--- src/logic/ivpm_defines.vh ---
// constants for the interrupt vector and priority map
`ifndef IVPM_DEFINES_VH
`define IVPM_DEFINES_VH
`define IVPM_NUM_REQ        24
`define IVPM_NUM_LVL_REG    6
`define IVPM_LVL_BASE_ADDR  16'h0079
`define IVPM_LVL_LAST_ADDR  16'h007E
`define IVPM_LVL_RESET      8'hFF
`define IVPM_VEC_TOP        16'hFFFA
`define IVPM_NO_REQ_LEVEL   2'h3
`define IVPM_REQ_CT0_LO     5'h05
`define IVPM_REQ_CT0_HI     5'h06
`define IVPM_REQ_PG1_LO     5'h09
`define IVPM_REQ_PG1_HI     5'h0A
`define IVPM_REQ_PG0_HI     5'h0C
`define IVPM_REQ_PG0_LO     5'h0D
`define IVPM_REQ_CT1_HI     5'h0E
`define IVPM_REQ_CT1_LO     5'h16
`endif

--- src/logic/ivpm_select.v ---
// fixed-order priority select among pending requests at the best level
`timescale 1ns/100ps
module ivpm_select #(
    parameter N = 24
) (
    input  wire [N-1:0]   pend,
    input  wire [2*N-1:0] levels,
    output reg            any,
    output reg  [4:0]     num,
    output reg  [1:0]     lvl
);
    integer i;
    always @* begin
        any = 1'b0;
        num = 5'h00;
        lvl = 2'h3;
        // walk from the highest number down so the lowest number wins ties
        for (i = N - 1; i >= 0; i = i - 1) begin
            if (pend[i] && (!any || levels[2*i +: 2] <= lvl)) begin
                any = 1'b1;
                num = i[4:0];
                lvl = levels[2*i +: 2];
            end
        end
    end
endmodule // ivpm_select

--- src/logic/ivpm_top.v ---
// interrupt request mapping, level registers and vector selection
// Function
// - each of requests 0..23 has its own two-bit level field
// - equal level pending together, the lowest request number is served first
// - compound timer 0 lower half to request 5, upper half to request 6
// - second pulse generator pair lower to request 9, upper to 10
// - first pulse generator pair upper to request 12, lower to 13
// - compound timer 1 upper half to request 14, lower half to 22
// - unimplemented addresses ignore writes; reads there return undefined data
// - six byte level registers from 0079, each resetting to all ones
`timescale 1ns/100ps
`include "ivpm_defines.vh"
module ivpm_top (
    input  wire        clk,
    input  wire        rst,
    input  wire [7:0]  ext_irq,
    input  wire        uart_sio_irq,
    input  wire        ctimer0_lo_irq,
    input  wire        ctimer0_hi_irq,
    input  wire        lin_rx_irq,
    input  wire        lin_tx_irq,
    input  wire        ppg1_lo_irq,
    input  wire        ppg1_hi_irq,
    input  wire        ppg0_hi_irq,
    input  wire        ppg0_lo_irq,
    input  wire        ctimer1_hi_irq,
    input  wire        ctimer1_lo_irq,
    input  wire        ppg16_irq,
    input  wire        i2c_irq,
    input  wire        adc_irq,
    input  wire        tbt_irq,
    input  wire        watch_irq,
    input  wire        flash_irq,
    input  wire [15:0] cpu_addr,
    input  wire        cpu_wr,
    input  wire        cpu_rd,
    input  wire [7:0]  cpu_wdata,
    output reg  [7:0]  cpu_rdata,
    output reg         irq_pending,
    output reg  [4:0]  irq_number,
    output reg  [1:0]  irq_level,
    output reg  [15:0] irq_vector_addr
);
    // widths kept local so the port list stays fixed
    localparam NREQ       = `IVPM_NUM_REQ;
    localparam NREG       = `IVPM_NUM_LVL_REG;
    localparam LVL_W      = 2;
    localparam NUM_W      = 5;
    localparam DATA_W     = 8;
    localparam ADDR_W     = 16;
    localparam PER_REG    = DATA_W / LVL_W;
    localparam VEC_STEP_W = ADDR_W - NUM_W - 1;
    // numbers 11, 17 and 21 have no source; the mask keeps them from ever pending
    localparam [NREQ-1:0] IMPL_MASK = 24'hDDF7FF;

    // request numbers of the sources without a routing rule of their own
    localparam REQ_UART  = 4;
    localparam REQ_LINRX = 7;
    localparam REQ_LINTX = 8;
    localparam REQ_GAP0  = 11;
    localparam REQ_PPG16 = 15;
    localparam REQ_I2C   = 16;
    localparam REQ_GAP1  = 17;
    localparam REQ_ADC   = 18;
    localparam REQ_TBT   = 19;
    localparam REQ_WATCH = 20;
    localparam REQ_GAP2  = 21;
    localparam REQ_FLASH = 23;

    // requests come from peripherals on this clock, so no synchroniser
    reg  [DATA_W-1:0]     level_reg [0:NREG-1];
    reg  [NREQ-1:0]       req;
    wire [NREQ-1:0]       pend;
    wire [3:0]            ext_req;
    wire [LVL_W*NREQ-1:0] levels;

    wire [NREG-1:0]       reg_sel;
    wire                  sel_any;
    wire [NUM_W-1:0]      sel_num;
    wire [LVL_W-1:0]      sel_lvl;
    wire [ADDR_W-1:0]     lvl_off;
    wire [2:0]            reg_idx;
    wire                  lvl_hit;
    wire                  wr_hit;
    wire                  rd_hit;

    // next values of the registered outputs
    reg  [DATA_W-1:0]     next_rdata;
    reg                   next_pending;
    reg  [NUM_W-1:0]      next_number;
    reg  [LVL_W-1:0]      next_level;
    reg  [ADDR_W-1:0]     next_vector;
    reg  [ADDR_W-1:0]     vec_step;
    integer               k;

    // address decode for the six level registers
    assign lvl_off = cpu_addr - `IVPM_LVL_BASE_ADDR;
    assign reg_idx = lvl_off[2:0];
    // writes outside 0079..007E fall through with no effect; reads there load zero into the read data
    assign lvl_hit = (cpu_addr >= `IVPM_LVL_BASE_ADDR) && (cpu_addr <= `IVPM_LVL_LAST_ADDR);
    assign wr_hit  = cpu_wr && lvl_hit;
    assign rd_hit  = cpu_rd && lvl_hit;

    // request map; numbers 0..3 take two external channels each, 11, 17 and 21 none, the rest one source
    always @* begin
        req                   = {NREQ{1'b0}};
        req[3:0]              = ext_req;
        req[REQ_UART]         = uart_sio_irq;
        req[`IVPM_REQ_CT0_LO] = ctimer0_lo_irq;
        req[`IVPM_REQ_CT0_HI] = ctimer0_hi_irq;
        req[REQ_LINRX]        = lin_rx_irq;
        req[REQ_LINTX]        = lin_tx_irq;
        req[`IVPM_REQ_PG1_LO] = ppg1_lo_irq;
        req[`IVPM_REQ_PG1_HI] = ppg1_hi_irq;
        req[REQ_GAP0]         = 1'b0;
        req[`IVPM_REQ_PG0_HI] = ppg0_hi_irq;
        req[`IVPM_REQ_PG0_LO] = ppg0_lo_irq;
        req[`IVPM_REQ_CT1_HI] = ctimer1_hi_irq;
        req[REQ_PPG16]        = ppg16_irq;
        req[REQ_I2C]          = i2c_irq;
        req[REQ_GAP1]         = 1'b0;
        req[REQ_ADC]          = adc_irq;
        req[REQ_TBT]          = tbt_irq;
        req[REQ_WATCH]        = watch_irq;
        req[REQ_GAP2]         = 1'b0;
        req[`IVPM_REQ_CT1_LO] = ctimer1_lo_irq;
        req[REQ_FLASH]        = flash_irq;
    end

    assign pend = req & IMPL_MASK;

    // each level register holds four two-bit fields, lowest request in bits 1:0
    genvar g;
    generate
        // external channels n and n+4 share request n
        for (g = 0; g < 4; g = g + 1) begin : g_ext
            assign ext_req[g] = ext_irq[g] | ext_irq[g+4];
        end

        for (g = 0; g < NREQ; g = g + 1) begin : g_lvl
            assign levels[LVL_W*g +: LVL_W] = level_reg[g/PER_REG][LVL_W*(g%PER_REG) +: LVL_W];
        end

        // write strobe per level register
        for (g = 0; g < NREG; g = g + 1) begin : g_sel
            assign reg_sel[g] = wr_hit && (reg_idx == g);
        end
    endgenerate

    // one process owns the whole array, so each entry has a single driver
    always @(posedge clk or posedge rst) begin
        if (rst) begin
            for (k = 0; k < NREG; k = k + 1) begin
                level_reg[k] <= `IVPM_LVL_RESET;
            end
        end else begin
            for (k = 0; k < NREG; k = k + 1) begin
                if (reg_sel[k]) begin
                    level_reg[k] <= cpu_wdata;
                end
            end
        end
    end

    ivpm_select #(
        .N (NREQ)
    ) u_select (
        .pend   (pend),
        .levels (levels),
        .any    (sel_any),
        .num    (sel_num),
        .lvl    (sel_lvl)
    );

    // undefined reads are driven as zero, software must not rely on it
    always @* begin
        next_rdata = cpu_rdata;
        if (rd_hit) begin
            next_rdata = level_reg[reg_idx];
        end else if (cpu_rd) begin
            next_rdata = 8'h00;
        end
    end

    // the vector steps down two bytes per request number
    always @* begin
        vec_step     = {{VEC_STEP_W{1'b0}}, sel_num, 1'b0};
        next_pending = sel_any;
        next_number  = sel_num;
        next_level   = sel_lvl;
        next_vector  = `IVPM_VEC_TOP - vec_step;
        if (!sel_any) begin
            // idle outputs rest at the reset pattern, a stale winner is never shown
            next_number = 5'h00;
            next_level  = `IVPM_NO_REQ_LEVEL;
            next_vector = `IVPM_VEC_TOP;
        end
    end

    // read data stands until the next read
    always @(posedge clk or posedge rst) begin
        if (rst) begin
            cpu_rdata <= 8'h00;
        end else begin
            cpu_rdata <= next_rdata;
        end
    end

    // every output is a flip-flop so the core sees a settled vector
    always @(posedge clk or posedge rst) begin
        if (rst) begin
            irq_pending     <= 1'b0;
            irq_number      <= 5'h00;
            irq_level       <= `IVPM_NO_REQ_LEVEL;
            irq_vector_addr <= `IVPM_VEC_TOP;
        end else begin
            irq_pending     <= next_pending;
            irq_number      <= next_number;
            irq_level       <= next_level;
            irq_vector_addr <= next_vector;
        end
    end
endmodule // ivpm_top

--- config.mk ---
export PLATFORM = sky130hd
export DESIGN_NAME = ivpm_top
export DESIGN_NICKNAME = d
export VERILOG_FILES = /design/src/logic/ivpm_select.v /design/src/logic/ivpm_top.v
export VERILOG_INCLUDE_DIRS = /design/src /design/src/logic
export SDC_FILE = /design/constraint.sdc
export NUM_CORES = 1
export LEC_CHECK = 0
export BUFFER_PORTS_ARGS = -buffer_cell sky130_fd_sc_hd__buf_2
export CAP_MARGIN = 20
export CORE_ASPECT_RATIO = 1.5
export CORE_UTILIZATION = 33
export CTS_CLUSTER_SIZE = 14
export DETAILED_ROUTE_END_ITERATION = 10
export PLACE_DENSITY_LB_ADDON = 0.05
export SETUP_SLACK_MARGIN = 0.02
export SLEW_MARGIN = 20
export SYNTH_ARGS = -nofsm -noshare
export SYNTH_HDL_FRONTEND = slang
export SYNTH_SLANG_ARGS = --single-unit
--- constraint.sdc ---
create_clock -name clk -period 31 [get_ports clk]
set_input_delay 4.65 -clock clk [delete_from_list [all_inputs] [get_ports clk]]
set_output_delay 4.65 -clock clk [all_outputs]
set_load 0.02 [all_outputs]
======== Word-level counts from Yosys, hierarchy flattened ========
Index checks and enable logic that the tools add are counted.
cells by class
  add/sub/neg operators ................... 2
  equality and inequality tests ........... 5
  magnitude comparators ................... 23
  muxes and demuxes ....................... 71
  bitwise gates (word level) .............. 5
  reduce and logical (&&, ||, !) cells .... 71
operators with widths
  operator             number
  $mux 5               22
  $mux 2               22
  $le 2x2->1           20
  $mux 8               4
  $logic_and 1x1->1    29
  $bmux 8 s3           1
  $mux 1               21
  $logic_not 1->1      20
  $logic_or 1x1->1     20
  $ge 16x7->1 const B  1
  $le 16x7->1 const B  1
  $mux 16              1
  $sub 4x7->8 const A  1
  $eq 3x2->1 const B   2
  $eq 3x3->1 const B   2
  $ge 4x4->1 const B   1
  $not 3->4            1
  $or 1x1->1           4
  $eq 3x1->1 const B   1
  $logic_not 3->1      1
  $sub 3x1->3 const B  1
  $reduce_bool 2->1    1
storage, ports and cells
  output and inout bits ................... 32
  input port bits ......................... 53
  logic and storage cells ................. 188
  bits in registers ....................... 80

======== Logic depth before layout (Yosys ltp) ========
Gate-level depths: netlist of run 1.
  depth in word-level cells ............... 83
  gate-level depth with buffers ........... 138

======== By module ========
A second synthesis of run 1 with hierarchy kept.
unflattened totals
  cell total of the unflattened synthesis .. 660
  area, all modules ....................... 6307.3 sq um
by module, submodules not included
  module       area an instance (sq um)  cells an instance  times used  seq. area each (sq um)
  ivpm_top     3331.9                    231                1           1795.5
  ivpm_select  2975.4                    429                1           0.0

======== Worst setup path after synthesis of run 1 ========
Ideal clock, no wire load.
  path kind ............................... input-to-reg
  start ................................... input flash_irq
  end ..................................... register irq_vector_addr[4]
  data arrival time ....................... 27.996 ns
  stages on the path ...................... 127
  path buffers ............................ 3
  setup slack ............................. 2.925 ns
  library setup time ...................... 0.079 ns
  cells stage by stage .................... or2b_1 -> ha_1 -> nand2_1 -> o21ai_0 -> a211o_1 -> nand2_1 -> ha_1 -> nor2b_1 -> o211ai_1 -> nand2_1 -> a31o_2 -> inv_1 -> ha_1 -> and3_1 -> a221oi_1 -> or2_2 -> o21a_1 -> inv_1 -> [... 91 more ...] -> and3_4 -> a211oi_4 -> ha_1 -> inv_1 -> a21oi_1 -> a21oi_1 -> a21oi_2 -> mux2_2 -> ha_1 -> nand2_1 -> o21ai_0 -> o22ai_1 -> nand2_1 -> a41oi_1 -> nor2b_1 -> ha_1 -> xor2_1 -> nand2_1
on the way
  longest elaborated chain between the ends .. 83
RTL lines
  what                                                  line              RTL
  from (decl)                                           ivpm_top.v:33     input wire flash_irq,
  $mux 2 / $mux 1 (equally long branches)               ivpm_select.v:19  if (pend[i] && (!any || levels[2*i +: 2] <= lvl)) begin
  $le 2x2->1 / $logic_not 1->1 (equally long branches)  ivpm_select.v:19
  $logic_or 1x1->1                                      ivpm_select.v:19
  $logic_and 1x1->1                                     ivpm_select.v:19
  $mux 2 / $mux 1 (equally long branches)               ivpm_select.v:19
  $le 2x2->1 / $logic_not 1->1 (equally long branches)  -
  $logic_or 1x1->1                                      ivpm_select.v:19
  $logic_and 1x1->1                                     ivpm_select.v:19
  [... 68 more ...]                                     -
  $mux 2 / $mux 1 (equally long branches)               ivpm_select.v:19
  $le 2x2->1 / $logic_not 1->1 (equally long branches)  ivpm_select.v:19
  $logic_or 1x1->1                                      ivpm_select.v:19
  $logic_and 1x1->1                                     ivpm_select.v:19
  $mux 5                                                ivpm_select.v:19
  $sub 4x7->8 (no source line)                          -
  $mux 16 (*)                                           ivpm_top.v:192    if (!sel_any) begin
  named net next_vector[4]                              ivpm_top.v:92     reg [ADDR_W-1:0] next_vector;
  to (signal assigned)                                  ivpm_top.v:215    irq_vector_addr <= `IVPM_VEC_TOP;
  to (signal assigned)                                  ivpm_top.v:220    irq_vector_addr <= next_vector;
  to (decl)                                             ivpm_top.v:42     output reg [15:0] irq_vector_addr
Mark *: on every way through the listed nets, which the timed path passes. The rest lies on a longest branch.
A chain may end at the register's enable or synchronous reset.

======== Final worst setup path of run 1 ========
Same ends and word-level chain as after synthesis.

==> flow_summary.html, run 1 <==
<table>
<tr><th>Metric</th><th>Value</th></tr>
<tr><th colspan="2">Status</th></tr>
<tr><td>Run status</td><td>finished, final reports clean</td></tr>
<tr><th colspan="2">Timing</th></tr>
<tr><td>Fmax</td><td>approximately 34 MHz</td></tr>
<tr><td>Final setup viols</td><td>0</td></tr>
<tr><td>Largest clock skew in the final design</td><td>just over 0.007 ns</td></tr>
<tr><td>Number of pins with negative max-slew slack in the final report</td><td>0</td></tr>
<tr><td>Slew @ Worst Pin</td><td>0.894 ns</td></tr>
<tr><td>TNS Setup</td><td>0 ns</td></tr>
<tr><td>Portion of the clock cycle consumed by the worst path in the final layout</td><td>0.938</td></tr>
<tr><td>Minimum clock period</td><td>about 29 ns</td></tr>
<tr><td>Hold violation total from the final report</td><td>0</td></tr>
<tr><td>Headroom to the max-slew limit</td><td>0.404</td></tr>
<tr><th colspan="2">Synth</th></tr>
<tr><td>Fraction of the mapped netlist area in compound gates</td><td>0.204</td></tr>
<tr><td>Most frequent cells after synthesis</td><td>57 x sky130_fd_sc_hd__nand2_1, 55 x sky130_fd_sc_hd__dfstp_2, 55 x sky130_fd_sc_hd__mux2_2</td></tr>
<tr><td>Xor/xnor cell area share of the yosys netlist</td><td>0.00158</td></tr>
<tr><td>Gate count after technology mapping</td><td>582</td></tr>
<tr><td>FFs w/ async S/R, synth</td><td>1.00</td></tr>
<tr><td>Count of state elements after synthesis</td><td>69</td></tr>
<tr><td>Portion of synthesized cell area occupied by the leading cell type</td><td>0.260</td></tr>
<tr><td>Number of enable flip-flop cells after synthesis</td><td>0</td></tr>
<tr><td>Number of distinct library cell variants in the gate-level netlist after synthesis</td><td>between 70 and 80</td></tr>
<tr><td>Share of synthesized cell area in full adder, half adder and majority cells</td><td>0.104</td></tr>
<tr><td>Sequential cell area fraction in the yosys report</td><td>0.324</td></tr>
<tr><td>Most used standard cell by instance count after synthesis</td><td>sky130_fd_sc_hd__nand2_1</td></tr>
<tr><td>Multiplexer area fraction after synthesis</td><td>0.155</td></tr>
<tr><td>Cell types occupying the most area after synthesis</td><td>sky130_fd_sc_hd__dfstp_2 26%, sky130_fd_sc_hd__mux2_2 11%, sky130_fd_sc_hd__ha_1 10%</td></tr>
<tr><td>Cell area after synthesis</td><td>between 5000 and 6000 sq um</td></tr>
<tr><td>Simple-Gate Fraction of Synth Area</td><td>0.155</td></tr>
<tr><td>Mean instance size in the synthesized netlist</td><td>9.53 sq um</td></tr>
<tr><td>Predominant post-synthesis flop cell</td><td>sky130_fd_sc_hd__dfstp_2</td></tr>
<tr><td>Largest family of logic cells by synthesized area</td><td>compound AO/OA/AOI/OAI gates</td></tr>
<tr><td>Most area-hungry cell type in the Yosys netlist</td><td>sky130_fd_sc_hd__dfstp_2</td></tr>
<tr><td>Synthesis Warnings</td><td>0</td></tr>
<tr><th colspan="2">Pwr</th></tr>
<tr><td>Fraction of power consumed by sequential logic</td><td>0.301</td></tr>
<tr><td>Fraction of power consumed by the clock network</td><td>0.325</td></tr>
<tr><td>Leak pwr</td><td>2.85 nW</td></tr>
<tr><td>Logic pwr share</td><td>0.374</td></tr>
<tr><td>Post-layout total power</td><td>316 uW</td></tr>
<tr><td>Highest ir drop seen on vdd</td><td>between 0.02 and 0.03 mV</td></tr>
<tr><td>Switching power of the nets</td><td>109 uW</td></tr>
<tr><td>Internal portion of total power</td><td>207 uW</td></tr>
<tr><td>Pwr Density</td><td>47.8 nW/um^2</td></tr>
<tr><td>Net switching share of the total power</td><td>0.345</td></tr>
<tr><th colspan="2">Global route</th></tr>
<tr><td>Aggregate global-route resource usage</td><td>0.203</td></tr>
<tr><td>Wire length of the first global-routing pass</td><td>26000 um</td></tr>
<tr><td>Vias in the first global route</td><td>4714</td></tr>
<tr><td>Residual overflow from global routing</td><td>0</td></tr>
<tr><td>Maximum number of pins on one net before global-route repair</td><td>70</td></tr>
<tr><td>Antenna violations before repair</td><td>0</td></tr>
<tr><th colspan="2">Min path</th></tr>
<tr><td>Class of the most critical hold timing path</td><td>flip-flop to flip-flop</td></tr>
<tr><td>Worst Hold Endpoint</td><td>cpu_rdata[6]$_DFFE_PP0P_</td></tr>
<tr><td>Hold path depth</td><td>2</td></tr>
<tr><td>Worst hold start</td><td>cpu_rdata[6]$_DFFE_PP0P_</td></tr>
<tr><th colspan="2">Critical path</th></tr>
<tr><td>FF-to-FF setup slack</td><td>a little under 6 ns</td></tr>
<tr><td>End of the worst register-to-register path</td><td>irq_vector_addr[4]$_DFF_PP1_</td></tr>
<tr><td>Crit. End Element</td><td>flip-flop</td></tr>
<tr><td>Crit Path Class</td><td>input pin to flip-flop</td></tr>
<tr><td>Cell occurring most often along the worst timing path</td><td>sky130_fd_sc_hd__ha_1</td></tr>
<tr><td>Data required time of the critical path</td><td>between 30 and 40 ns</td></tr>
<tr><td>Largest fanout on the critical path</td><td>10</td></tr>
<tr><td>Slowest-stage cell, CP</td><td>sky130_fd_sc_hd__or3_1</td></tr>
<tr><td>Number of cell instances on the worst register-to-register path</td><td>129</td></tr>
<tr><td>Largest stage delay, worst path</td><td>approximately 0.50 ns</td></tr>
<tr><td>Arrival time reported for the critical path endpoint</td><td>29.33 ns</td></tr>
<tr><td>Crit Reg-Reg Startpoint</td><td>level_reg[7]$_DFFE_PP1P_</td></tr>
<tr><td>Startpoint Class</td><td>input pin</td></tr>
<tr><th colspan="2">Placed design</th></tr>
<tr><td>Gp weighted congestion</td><td>0.900</td></tr>
<tr><td>Port Buffers</td><td>74</td></tr>
<tr><td>Post-DP HPWL</td><td>13500 um</td></tr>
<tr><th colspan="2">Drt</th></tr>
<tr><td>Via density per instance</td><td>5.44</td></tr>
<tr><td>Routed wire length</td><td>around 17000 um</td></tr>
<tr><td>Count of vias placed by the detailed router</td><td>a little under 5000</td></tr>
<tr><td>Routed wirelength normalized by instance count</td><td>19.1 um</td></tr>
<tr><td>Length of the first detailed-routing pass in iterations</td><td>4</td></tr>
<tr><td>Number of design rule violations left after detail routing</td><td>0</td></tr>
<tr><td>Initial DRC Count</td><td>210</td></tr>
<tr><td>Antenna viol nets, final</td><td>0</td></tr>
<tr><th colspan="2">CTS</th></tr>
<tr><td>CTS Root Cell</td><td>sky130_fd_sc_hd__clkbuf_16</td></tr>
<tr><td>Level count of the clock H-tree</td><td>3</td></tr>
<tr><td>Maximum number of buffers from clock root to sink</td><td>2</td></tr>
<tr><td>Clock tree from TritonCTS</td><td>yes</td></tr>
<tr><td>Hold-fix buffers at CTS</td><td>0</td></tr>
<tr><td>CTS Sinks</td><td>69</td></tr>
<tr><td>Skew-Pair Late Insertion Delay</td><td>around 0.34 ns</td></tr>
<tr><td>Clock-pin slew on the worst setup and hold paths</td><td>0.06 ns</td></tr>
<tr><td>Number of buffers created by CTS</td><td>9</td></tr>
<tr><th colspan="2">Cells and area</th></tr>
<tr><td>Proportion of layout cells with a drive suffix above 1</td><td>0.386</td></tr>
<tr><td>Number of flip-flops under the largest register name</td><td>48</td></tr>
<tr><td>Final net count</td><td>a little under 800</td></tr>
<tr><td>P&amp;R area growth vs syn</td><td>18.9%</td></tr>
<tr><td>Antenna diode instance count</td><td>0</td></tr>
<tr><th colspan="2">Floorplan</th></tr>
<tr><td>Placeable core region</td><td>roughly 16000 sq um</td></tr>
<tr><td>Die outline height</td><td>161 um</td></tr>
<tr><td>Initial Util</td><td>0.340</td></tr>
<tr><td>IO Pins</td><td>85</td></tr>
<tr><td>Die area</td><td>17300 sq um</td></tr>
<tr><td>Number of standard-cell rows in the floorplan</td><td>57</td></tr>
<tr><td>Die span in x</td><td>108 um</td></tr>
<tr><th colspan="2">Job</th></tr>
<tr><td>Number of maximum-capacitance violations</td><td>0</td></tr>
</table>
==> power by group through the flow <==
| stage | sequential (mW) | combinational, mW | clock (mW) |
|---|---|---|---|
| detailed placement | 0.0965 | 0.114 | 0 |
| CTS | 0.0952 | 0.115 | 0.105 |
| finish | 0.0951 | 0.118 | 0.102 |
| global route | 0.0956 | 0.132 | 0.109 |
| floorplan | 0.101 | 0.0751 | 0 |
| global placement | 0.0965 | 0.113 | 0 |
==> cell type report <==
| class | instances | area, sq um |
|---|---|---|
| fillers | 1638 | 9730 |
| multi-input cells | 454 | 3550 |
| flip-flops and latches | 69 | 1800 |
| repair buffers | 97 | 543 |
| well taps | 206 | 258 |
| clock buffers | 12 | 236 |
| inverters | 45 | 169 |
| clock inverters | 4 | 48.8 |
==> repair_timing <==
item,in CTS,in global routing
setup buffers,0,2
setup endpoints to repair,0,11
gates resized for setup,0,18
==> worst max-delay path, delay by kind of cell <==
| kind | cells | cell delay, ns |
|---|---|---|
| compound gates | 58 | 11.23 |
| fa+ha+maj | 21 | 5.38 |
| mux | 6 | 2.09 |
| simple gates | 36 | 4.78 |
| buf+inv | 8 | 1.01 |
| xor+xnor | 1 | 0.14 |
==> cells by family (layout without fill, tap and decap cells) <==
kind of cell,count (synthesis),in the layout
muxes,69,69
xor gates and xnor gates,1,1
buffers and inverters,68,158
and+or+nand+nor,169,169
adders and majority gates,46,46
AOI/OAI and AO/OA,158,158
DFF,69,69
other,2,11
==> per-stage QoR <==
step,hold WS (ns),setup WS [ns],cells,instance area (sq um),utilization
after floorplan,0.586,2.92,591,5580,-
after global placement,0.515,0.855,869,6230,0.382
after detailed placement,0.519,0.597,869,6230,0.382
after CTS,0.528,0.869,885,6520,0.399
after global routing,0.551,-0.0272,887,6600,0.404
final,0.523,1.94,887,6600,0.404
==> per-layer routing <==
layer,share of wire,vias to the layer above,track usage
met4,0.030,0,0.0766
met2,0.55,105,0.382
met5,0,-,0
met1,0.39,2348,0.228
li1,-,2338,-
met3,0.026,31,0.0244
==> how the worst max path moves through the flow <==
stage / startpoint / slack, ns / depth (start not counted) / endpoint
6_report: flash_irq / 1.94 / 130 / irq_vector_addr[4]$_DFF_PP1_
5_1_grt: flash_irq / -0.03 / 133 / irq_vector_addr[4]$_DFF_PP1_
4_1_cts: flash_irq / 0.87 / 130 / irq_vector_addr[4]$_DFF_PP1_
3_5_place_dp: flash_irq / 0.60 / 130 / irq_vector_addr[4]$_DFF_PP1_
3_3_place_gp: flash_irq / 0.85 / 128 / irq_vector_addr[4]$_DFF_PP1_
2_1_floorplan: flash_irq / 2.92 / 127 / irq_vector_addr[4]$_DFF_PP1_
==> cells in the final DEF (no fill, tap or decap), types with 10 or more instances in the layout <==
master,instances
sky130_fd_sc_hd__conb_1,11
sky130_fd_sc_hd__nor2b_1,25
sky130_fd_sc_hd__o21ai_0,25
sky130_fd_sc_hd__o211ai_1,10
sky130_fd_sc_hd__mux2_2,55
sky130_fd_sc_hd__a21oi_1,17
sky130_fd_sc_hd__o22ai_1,10
sky130_fd_sc_hd__dfrtp_1,14
sky130_fd_sc_hd__nand2_1,57
sky130_fd_sc_hd__dfstp_2,55
sky130_fd_sc_hd__buf_4,23
sky130_fd_sc_hd__buf_2,74
sky130_fd_sc_hd__inv_1,44
sky130_fd_sc_hd__ha_1,46
sky130_fd_sc_hd__a22oi_1,10
sky130_fd_sc_hd__nor2_1,32
Note: power is estimated with default switching activity, not from simulation.
==> run 2, diff against run 1 <==
--- a/config.mk
+++ b/config.mk
@@ -6,6 +6,7 @@
 export SDC_FILE = /design/constraint.sdc
 export NUM_CORES = 1
 export LEC_CHECK = 0
+export ABC_AREA = 1
 export BUFFER_PORTS_ARGS = -buffer_cell sky130_fd_sc_hd__buf_2
 export CAP_MARGIN = 20
 export CORE_ASPECT_RATIO = 1.5
==> run 2 against run 1 <==
Via count shrank 1.9%. Clock power hardly changed. Clock skew is 0.0028 ns lower. Clock-buffer cell count is 3 lower. Register-to-register slack gained 4.8 ns. Largest power group unchanged. Highest routed layer is now met5.
==> flow_summary.html, run 2 <==
<table>
<tr><th>Metric</th><th>Value</th></tr>
<tr><th colspan="2">Status</th></tr>
<tr><td>Run status</td><td>finished, final reports clean (unchanged)</td></tr>
<tr><th colspan="2">Pwr</th></tr>
<tr><td>Net switching share of the total power</td><td>0.372 (was 0.345)</td></tr>
<tr><td>Post-layout total power</td><td>320 uW (was 316 uW)</td></tr>
<tr><td>Internal portion of total power</td><td>201 uW (was 207 uW)</td></tr>
<tr><td>Switching power of the nets</td><td>119 uW (was 109 uW)</td></tr>
<tr><td>Fraction of power consumed by sequential logic</td><td>0.302 (was 0.301)</td></tr>
<tr><td>Fraction of power consumed by the clock network</td><td>0.324 (was 0.325)</td></tr>
<tr><td>Logic pwr share</td><td>0.373 (was 0.374)</td></tr>
<tr><td>Highest ir drop seen on vdd</td><td>0.0235 mV (was 0.0270 mV)</td></tr>
<tr><td>Leak pwr</td><td>2.88 nW (was 2.85 nW)</td></tr>
<tr><td>Pwr Density</td><td>53.6 nW/um^2 (was 47.8 nW/um^2)</td></tr>
<tr><th colspan="2">Timing</th></tr>
<tr><td>Final setup viols</td><td>0 (unchanged)</td></tr>
<tr><td>Number of pins with negative max-slew slack in the final report</td><td>0 (unchanged)</td></tr>
<tr><td>Hold violation total from the final report</td><td>0 (unchanged)</td></tr>
<tr><td>Largest clock skew in the final design</td><td>0.00422 ns (was 0.00705 ns)</td></tr>
<tr><td>TNS Setup</td><td>0 ns (unchanged)</td></tr>
<tr><td>Portion of the clock cycle consumed by the worst path in the final layout</td><td>0.785 (was 0.938)</td></tr>
<tr><td>Setup repair after global routing missed its margin</td><td>no</td></tr>
<tr><td>Minimum clock period</td><td>24.33 ns (was 29.06 ns)</td></tr>
<tr><td>Headroom to the max-slew limit</td><td>0.406 (was 0.404)</td></tr>
<tr><td>Slew @ Worst Pin</td><td>0.891 ns (was 0.894 ns)</td></tr>
<tr><td>Fmax</td><td>41.1 MHz (was 34.4 MHz)</td></tr>
<tr><th colspan="2">Min path</th></tr>
<tr><td>Worst hold start</td><td>cpu_rdata[6]$_DFFE_PP0P_ (unchanged)</td></tr>
<tr><td>Class of the most critical hold timing path</td><td>flip-flop to flip-flop (unchanged)</td></tr>
<tr><th colspan="2">Critical path</th></tr>
<tr><td>Largest fanout on the critical path</td><td>7 (was 10)</td></tr>
<tr><td>Crit Reg-Reg Startpoint</td><td>level_reg[7]$_DFFE_PP1P_ (unchanged)</td></tr>
<tr><td>Crit Path Class</td><td>input pin to flip-flop (unchanged)</td></tr>
<tr><td>Start point of the critical path</td><td>flash_irq (unchanged)</td></tr>
<tr><td>Arrival time reported for the critical path endpoint</td><td>24.58 ns (was 29.33 ns)</td></tr>
<tr><td>Data required time of the critical path</td><td>31.25 ns (was 31.27 ns)</td></tr>
<tr><td>Slowest-stage cell, CP</td><td>sky130_fd_sc_hd__or2_2 (was sky130_fd_sc_hd__or3_1)</td></tr>
<tr><td>Largest stage delay, worst path</td><td>0.31 ns (was 0.50 ns)</td></tr>
<tr><td>Startpoint Class</td><td>input pin (unchanged)</td></tr>
<tr><td>Crit. End Element</td><td>flip-flop (unchanged)</td></tr>
<tr><td>Cell occurring most often along the worst timing path</td><td>sky130_fd_sc_hd__nand2_1 (was sky130_fd_sc_hd__ha_1)</td></tr>
<tr><th colspan="2">Synth</th></tr>
<tr><td>Predominant post-synthesis flop cell</td><td>sky130_fd_sc_hd__dfstp_2 (unchanged)</td></tr>
<tr><td>Cell area after synthesis</td><td>5140 sq um (was 5550 sq um)</td></tr>
<tr><td>Simple-Gate Fraction of Synth Area</td><td>0.250 (was 0.155)</td></tr>
<tr><td>Gate count after technology mapping</td><td>715 (was 582)</td></tr>
<tr><td>Portion of synthesized cell area occupied by the leading cell type</td><td>0.281 (was 0.260)</td></tr>
<tr><td>Largest family of logic cells by synthesized area</td><td>simple AND/OR/NAND/NOR gates (was compound AO/OA/AOI/OAI gates)</td></tr>
<tr><td>Count of state elements after synthesis</td><td>69 (unchanged)</td></tr>
<tr><td>Fraction of the mapped netlist area in compound gates</td><td>0.174 (was 0.204)</td></tr>
<tr><td>Number of distinct library cell variants in the gate-level netlist after synthesis</td><td>40 (was 75)</td></tr>
<tr><td>Most frequent cells after synthesis</td><td>170 x sky130_fd_sc_hd__nand2_1, 110 x sky130_fd_sc_hd__inv_1, 92 x sky130_fd_sc_hd__o21ai_0 (was 57 x sky130_fd_sc_hd__nand2_1, 55 x sky130_fd_sc_hd__dfstp_2, 55 x sky130_fd_sc_hd__mux2_2)</td></tr>
<tr><td>Sequential cell area fraction in the yosys report</td><td>0.349 (was 0.324)</td></tr>
<tr><td>Most used standard cell by instance count after synthesis</td><td>sky130_fd_sc_hd__nand2_1 (unchanged)</td></tr>
<tr><td>Xor/xnor cell area share of the yosys netlist</td><td>0 (was 0.00158)</td></tr>
<tr><td>Mean instance size in the synthesized netlist</td><td>7.19 sq um (was 9.53 sq um)</td></tr>
<tr><td>Share of synthesized cell area in full adder, half adder and majority cells</td><td>0.112 (was 0.104)</td></tr>
<tr><td>FFs w/ async S/R, synth</td><td>1.00 (unchanged)</td></tr>
<tr><td>Multiplexer area fraction after synthesis</td><td>0 (was 0.155)</td></tr>
<tr><td>Number of enable flip-flop cells after synthesis</td><td>0 (unchanged)</td></tr>
<tr><td>Most area-hungry cell type in the Yosys netlist</td><td>sky130_fd_sc_hd__dfstp_2 (unchanged)</td></tr>
<tr><td>Synthesis Warnings</td><td>0 (unchanged)</td></tr>
<tr><td>Cell types occupying the most area after synthesis</td><td>sky130_fd_sc_hd__dfstp_2 28%, sky130_fd_sc_hd__nand2_1 12%, sky130_fd_sc_hd__ha_1 11% (was sky130_fd_sc_hd__dfstp_2 26%, sky130_fd_sc_hd__mux2_2 11%, sky130_fd_sc_hd__ha_1 10%)</td></tr>
<tr><th colspan="2">Cells and area</th></tr>
<tr><td>Post-layout utilization of the core</td><td>0.394 (was 0.404)</td></tr>
<tr><td>Final net count</td><td>884 (was 775)</td></tr>
<tr><td>Number of flip-flops under the largest register name</td><td>48 (unchanged)</td></tr>
<tr><td>Fillers</td><td>1666 (was 1638)</td></tr>
<tr><td>Most common library cell in the layout ignoring fill and taps</td><td>sky130_fd_sc_hd__nand2_1 (was sky130_fd_sc_hd__buf_2)</td></tr>
<tr><td>Sequential Area</td><td>1800 sq um (unchanged)</td></tr>
<tr><td>Commonest non-fill, non-tap cells in the layout</td><td>170 x sky130_fd_sc_hd__nand2_1, 109 x sky130_fd_sc_hd__inv_1, 92 x sky130_fd_sc_hd__o21ai_0 (was 74 x sky130_fd_sc_hd__buf_2, 57 x sky130_fd_sc_hd__nand2_1, 55 x sky130_fd_sc_hd__mux2_2, 55 x sky130_fd_sc_hd__dfstp_2, 46 x sky130_fd_sc_hd__ha_1)</td></tr>
<tr><td>Post-layout instance area</td><td>5970 sq um (was 6600 sq um)</td></tr>
<tr><td>Proportion of layout cells with a drive suffix above 1</td><td>0.220 (was 0.386)</td></tr>
<tr><td>Multi-input logic area</td><td>2800 sq um (was 3550 sq um)</td></tr>
<tr><td>Antenna diode instance count</td><td>0 (unchanged)</td></tr>
<tr><td>P&amp;R area growth vs syn</td><td>16.0% (was 18.9%)</td></tr>
<tr><th colspan="2">CTS</th></tr>
<tr><td>Level count of the clock H-tree</td><td>3 (unchanged)</td></tr>
<tr><td>Number of buffers created by CTS</td><td>9 (unchanged)</td></tr>
<tr><td>CTS Root Cell</td><td>sky130_fd_sc_hd__clkbuf_16 (unchanged)</td></tr>
<tr><td>Post-cts resize count</td><td>0 (unchanged)</td></tr>
<tr><td>Post-CTS repair timing setup buffer count</td><td>0 (unchanged)</td></tr>
<tr><td>Clock tree from TritonCTS</td><td>yes (unchanged)</td></tr>
<tr><td>Hold-fix buffers at CTS</td><td>0 (unchanged)</td></tr>
<tr><td>Skew-Pair Late Insertion Delay</td><td>0.33 ns (was 0.34 ns)</td></tr>
<tr><td>CTS Sinks</td><td>69 (unchanged)</td></tr>
<tr><td>Maximum number of buffers from clock root to sink</td><td>2 (unchanged)</td></tr>
<tr><td>Clock-pin slew on the worst setup and hold paths</td><td>0.06 ns (about the same)</td></tr>
<tr><th colspan="2">Floorplan</th></tr>
<tr><td>Die outline height</td><td>155 um (was 161 um)</td></tr>
<tr><td>Placeable core region</td><td>15100 sq um (was 16300 sq um)</td></tr>
<tr><td>Die area</td><td>16100 sq um (was 17300 sq um)</td></tr>
<tr><td>Number of standard-cell rows in the floorplan</td><td>55 (was 57)</td></tr>
<tr><td>IO Pins</td><td>85 (unchanged)</td></tr>
<tr><td>Die span in x</td><td>104 um (was 108 um)</td></tr>
<tr><td>Initial Util</td><td>0.340 (about the same)</td></tr>
<tr><th colspan="2">Global route</th></tr>
<tr><td>Wire length of the first global-routing pass</td><td>23900 um (was 26000 um)</td></tr>
<tr><td>Aggregate global-route resource usage</td><td>0.192 (was 0.203)</td></tr>
<tr><td>Vias in the first global route</td><td>4635 (was 4714)</td></tr>
<tr><td>Residual overflow from global routing</td><td>0 (unchanged)</td></tr>
<tr><td>Maximum number of pins on one net before global-route repair</td><td>70 (unchanged)</td></tr>
<tr><td>Antenna violations before repair</td><td>1 (was 0)</td></tr>
<tr><th colspan="2">Drt</th></tr>
<tr><td>Antenna viol nets, final</td><td>0 (unchanged)</td></tr>
<tr><td>Number of design rule violations left after detail routing</td><td>0 (unchanged)</td></tr>
<tr><td>Count of vias placed by the detailed router</td><td>4729 (was 4822)</td></tr>
<tr><td>Initial DRC Count</td><td>177 (was 210)</td></tr>
<tr><td>Length of the first detailed-routing pass in iterations</td><td>4 (unchanged)</td></tr>
<tr><td>Routed wire length</td><td>14900 um (was 16900 um)</td></tr>
<tr><td>Routed wirelength normalized by instance count</td><td>15.1 um (was 19.1 um)</td></tr>
<tr><td>Via density per instance</td><td>4.78 (was 5.44)</td></tr>
<tr><th colspan="2">Placed design</th></tr>
<tr><td>Gp weighted congestion</td><td>0.808 (was 0.900)</td></tr>
<tr><td>Port Buffers</td><td>74 (unchanged)</td></tr>
<tr><td>Post-DP HPWL</td><td>11900 um (was 13500 um)</td></tr>
<tr><td>Placed cell area</td><td>5670 sq um (was 6230 sq um)</td></tr>
<tr><th colspan="2">Job</th></tr>
<tr><td>Number of maximum-capacitance violations</td><td>0 (unchanged)</td></tr>
</table>
## run 2: cell types whose count changed in the layout (fill, tap and decap cells not counted), sizes merged, moves of 11 or more
cell	previous run	this run
inv	45	118
a21oi	19	49
nand2	57	171
o21ai	34	95
o22ai	11	0
nand3	9	55
nor2b	25	0
mux2	55	0
a22oi	11	0
buf	97	75
## run 2: critical path: cells and delay by family
family          cells  cell delay [ns]
fa+ha+maj          21             5.64
buf+inv            26             2.21
compound gates     36             4.29
simple gates       76             7.76
## run 2: stage by stage
stage	setup slack (ns)	std cells	hold WS (ns)
2_1_floorplan	8.82	724	0.467
3_3_place_gp	6.59	973	0.468
3_5_place_dp	6.30	973	0.468
4_1_cts	6.56	989	0.485
5_1_grt	4.30	989	0.504
6_report	6.67	989	0.479
## run 2: layout make-up
class	count	area share
Multi-Input combinational cell	512	0.469
Sequential cell	69	0.301
Inverter	118	0.0742
Timing Repair Buffer	75	0.0633
Tap cell	199	0.0417
Clock buffer	9	0.0377
Clock inverter	7	0.0126
## run 2: kinds of logic after synthesis
kind of cell	count (synthesis)
AOI/OAI and AO/OA	164
adders and majority gates	46
buffers and inverters	143
DFF	69
other	2
and+or+nand+nor	291
## run 2: metal layers
layer / wire (um) / GRT usage / vias up
li1: - / - / 2457
met4: 177 / 0.0510 / 2
met1: 5970 / 0.216 / 2170
met2: 8300 / 0.374 / 86
met5: 8 / 0 / -
met3: 470 / 0.0251 / 14
## run 2: final timing paths
check | end | cells past startpoint | slack (ns)
min in group asynchronous | irq_pending$_DFF_PP0_ | 3 | 4.61
max in group asynchronous | cpu_rdata[2]$_DFFE_PP0P_ | 3 | 25.85
setup / recovery | irq_vector_addr[4]$_DFF_PP1_ | 159 | 6.67
hold / removal | cpu_rdata[6]$_DFFE_PP0P_ | 2 | 0.48
setup reg to reg | irq_vector_addr[4]$_DFF_PP1_ | 156 | 10.72
hold reg to reg | cpu_rdata[6]$_DFFE_PP0P_ | 2 | 0.48
## run 2: power by group through the flow
stage	logic, mW	clock network (mW)	registers (mW)
6_report	0.119	0.104	0.0966
5_1_grt	0.137	0.110	0.0969
4_1_cts	0.121	0.106	0.0967
3_5_place_dp	0.120	0	0.0981
3_3_place_gp	0.118	0	0.0980
2_1_floorplan	0.0846	0	0.103
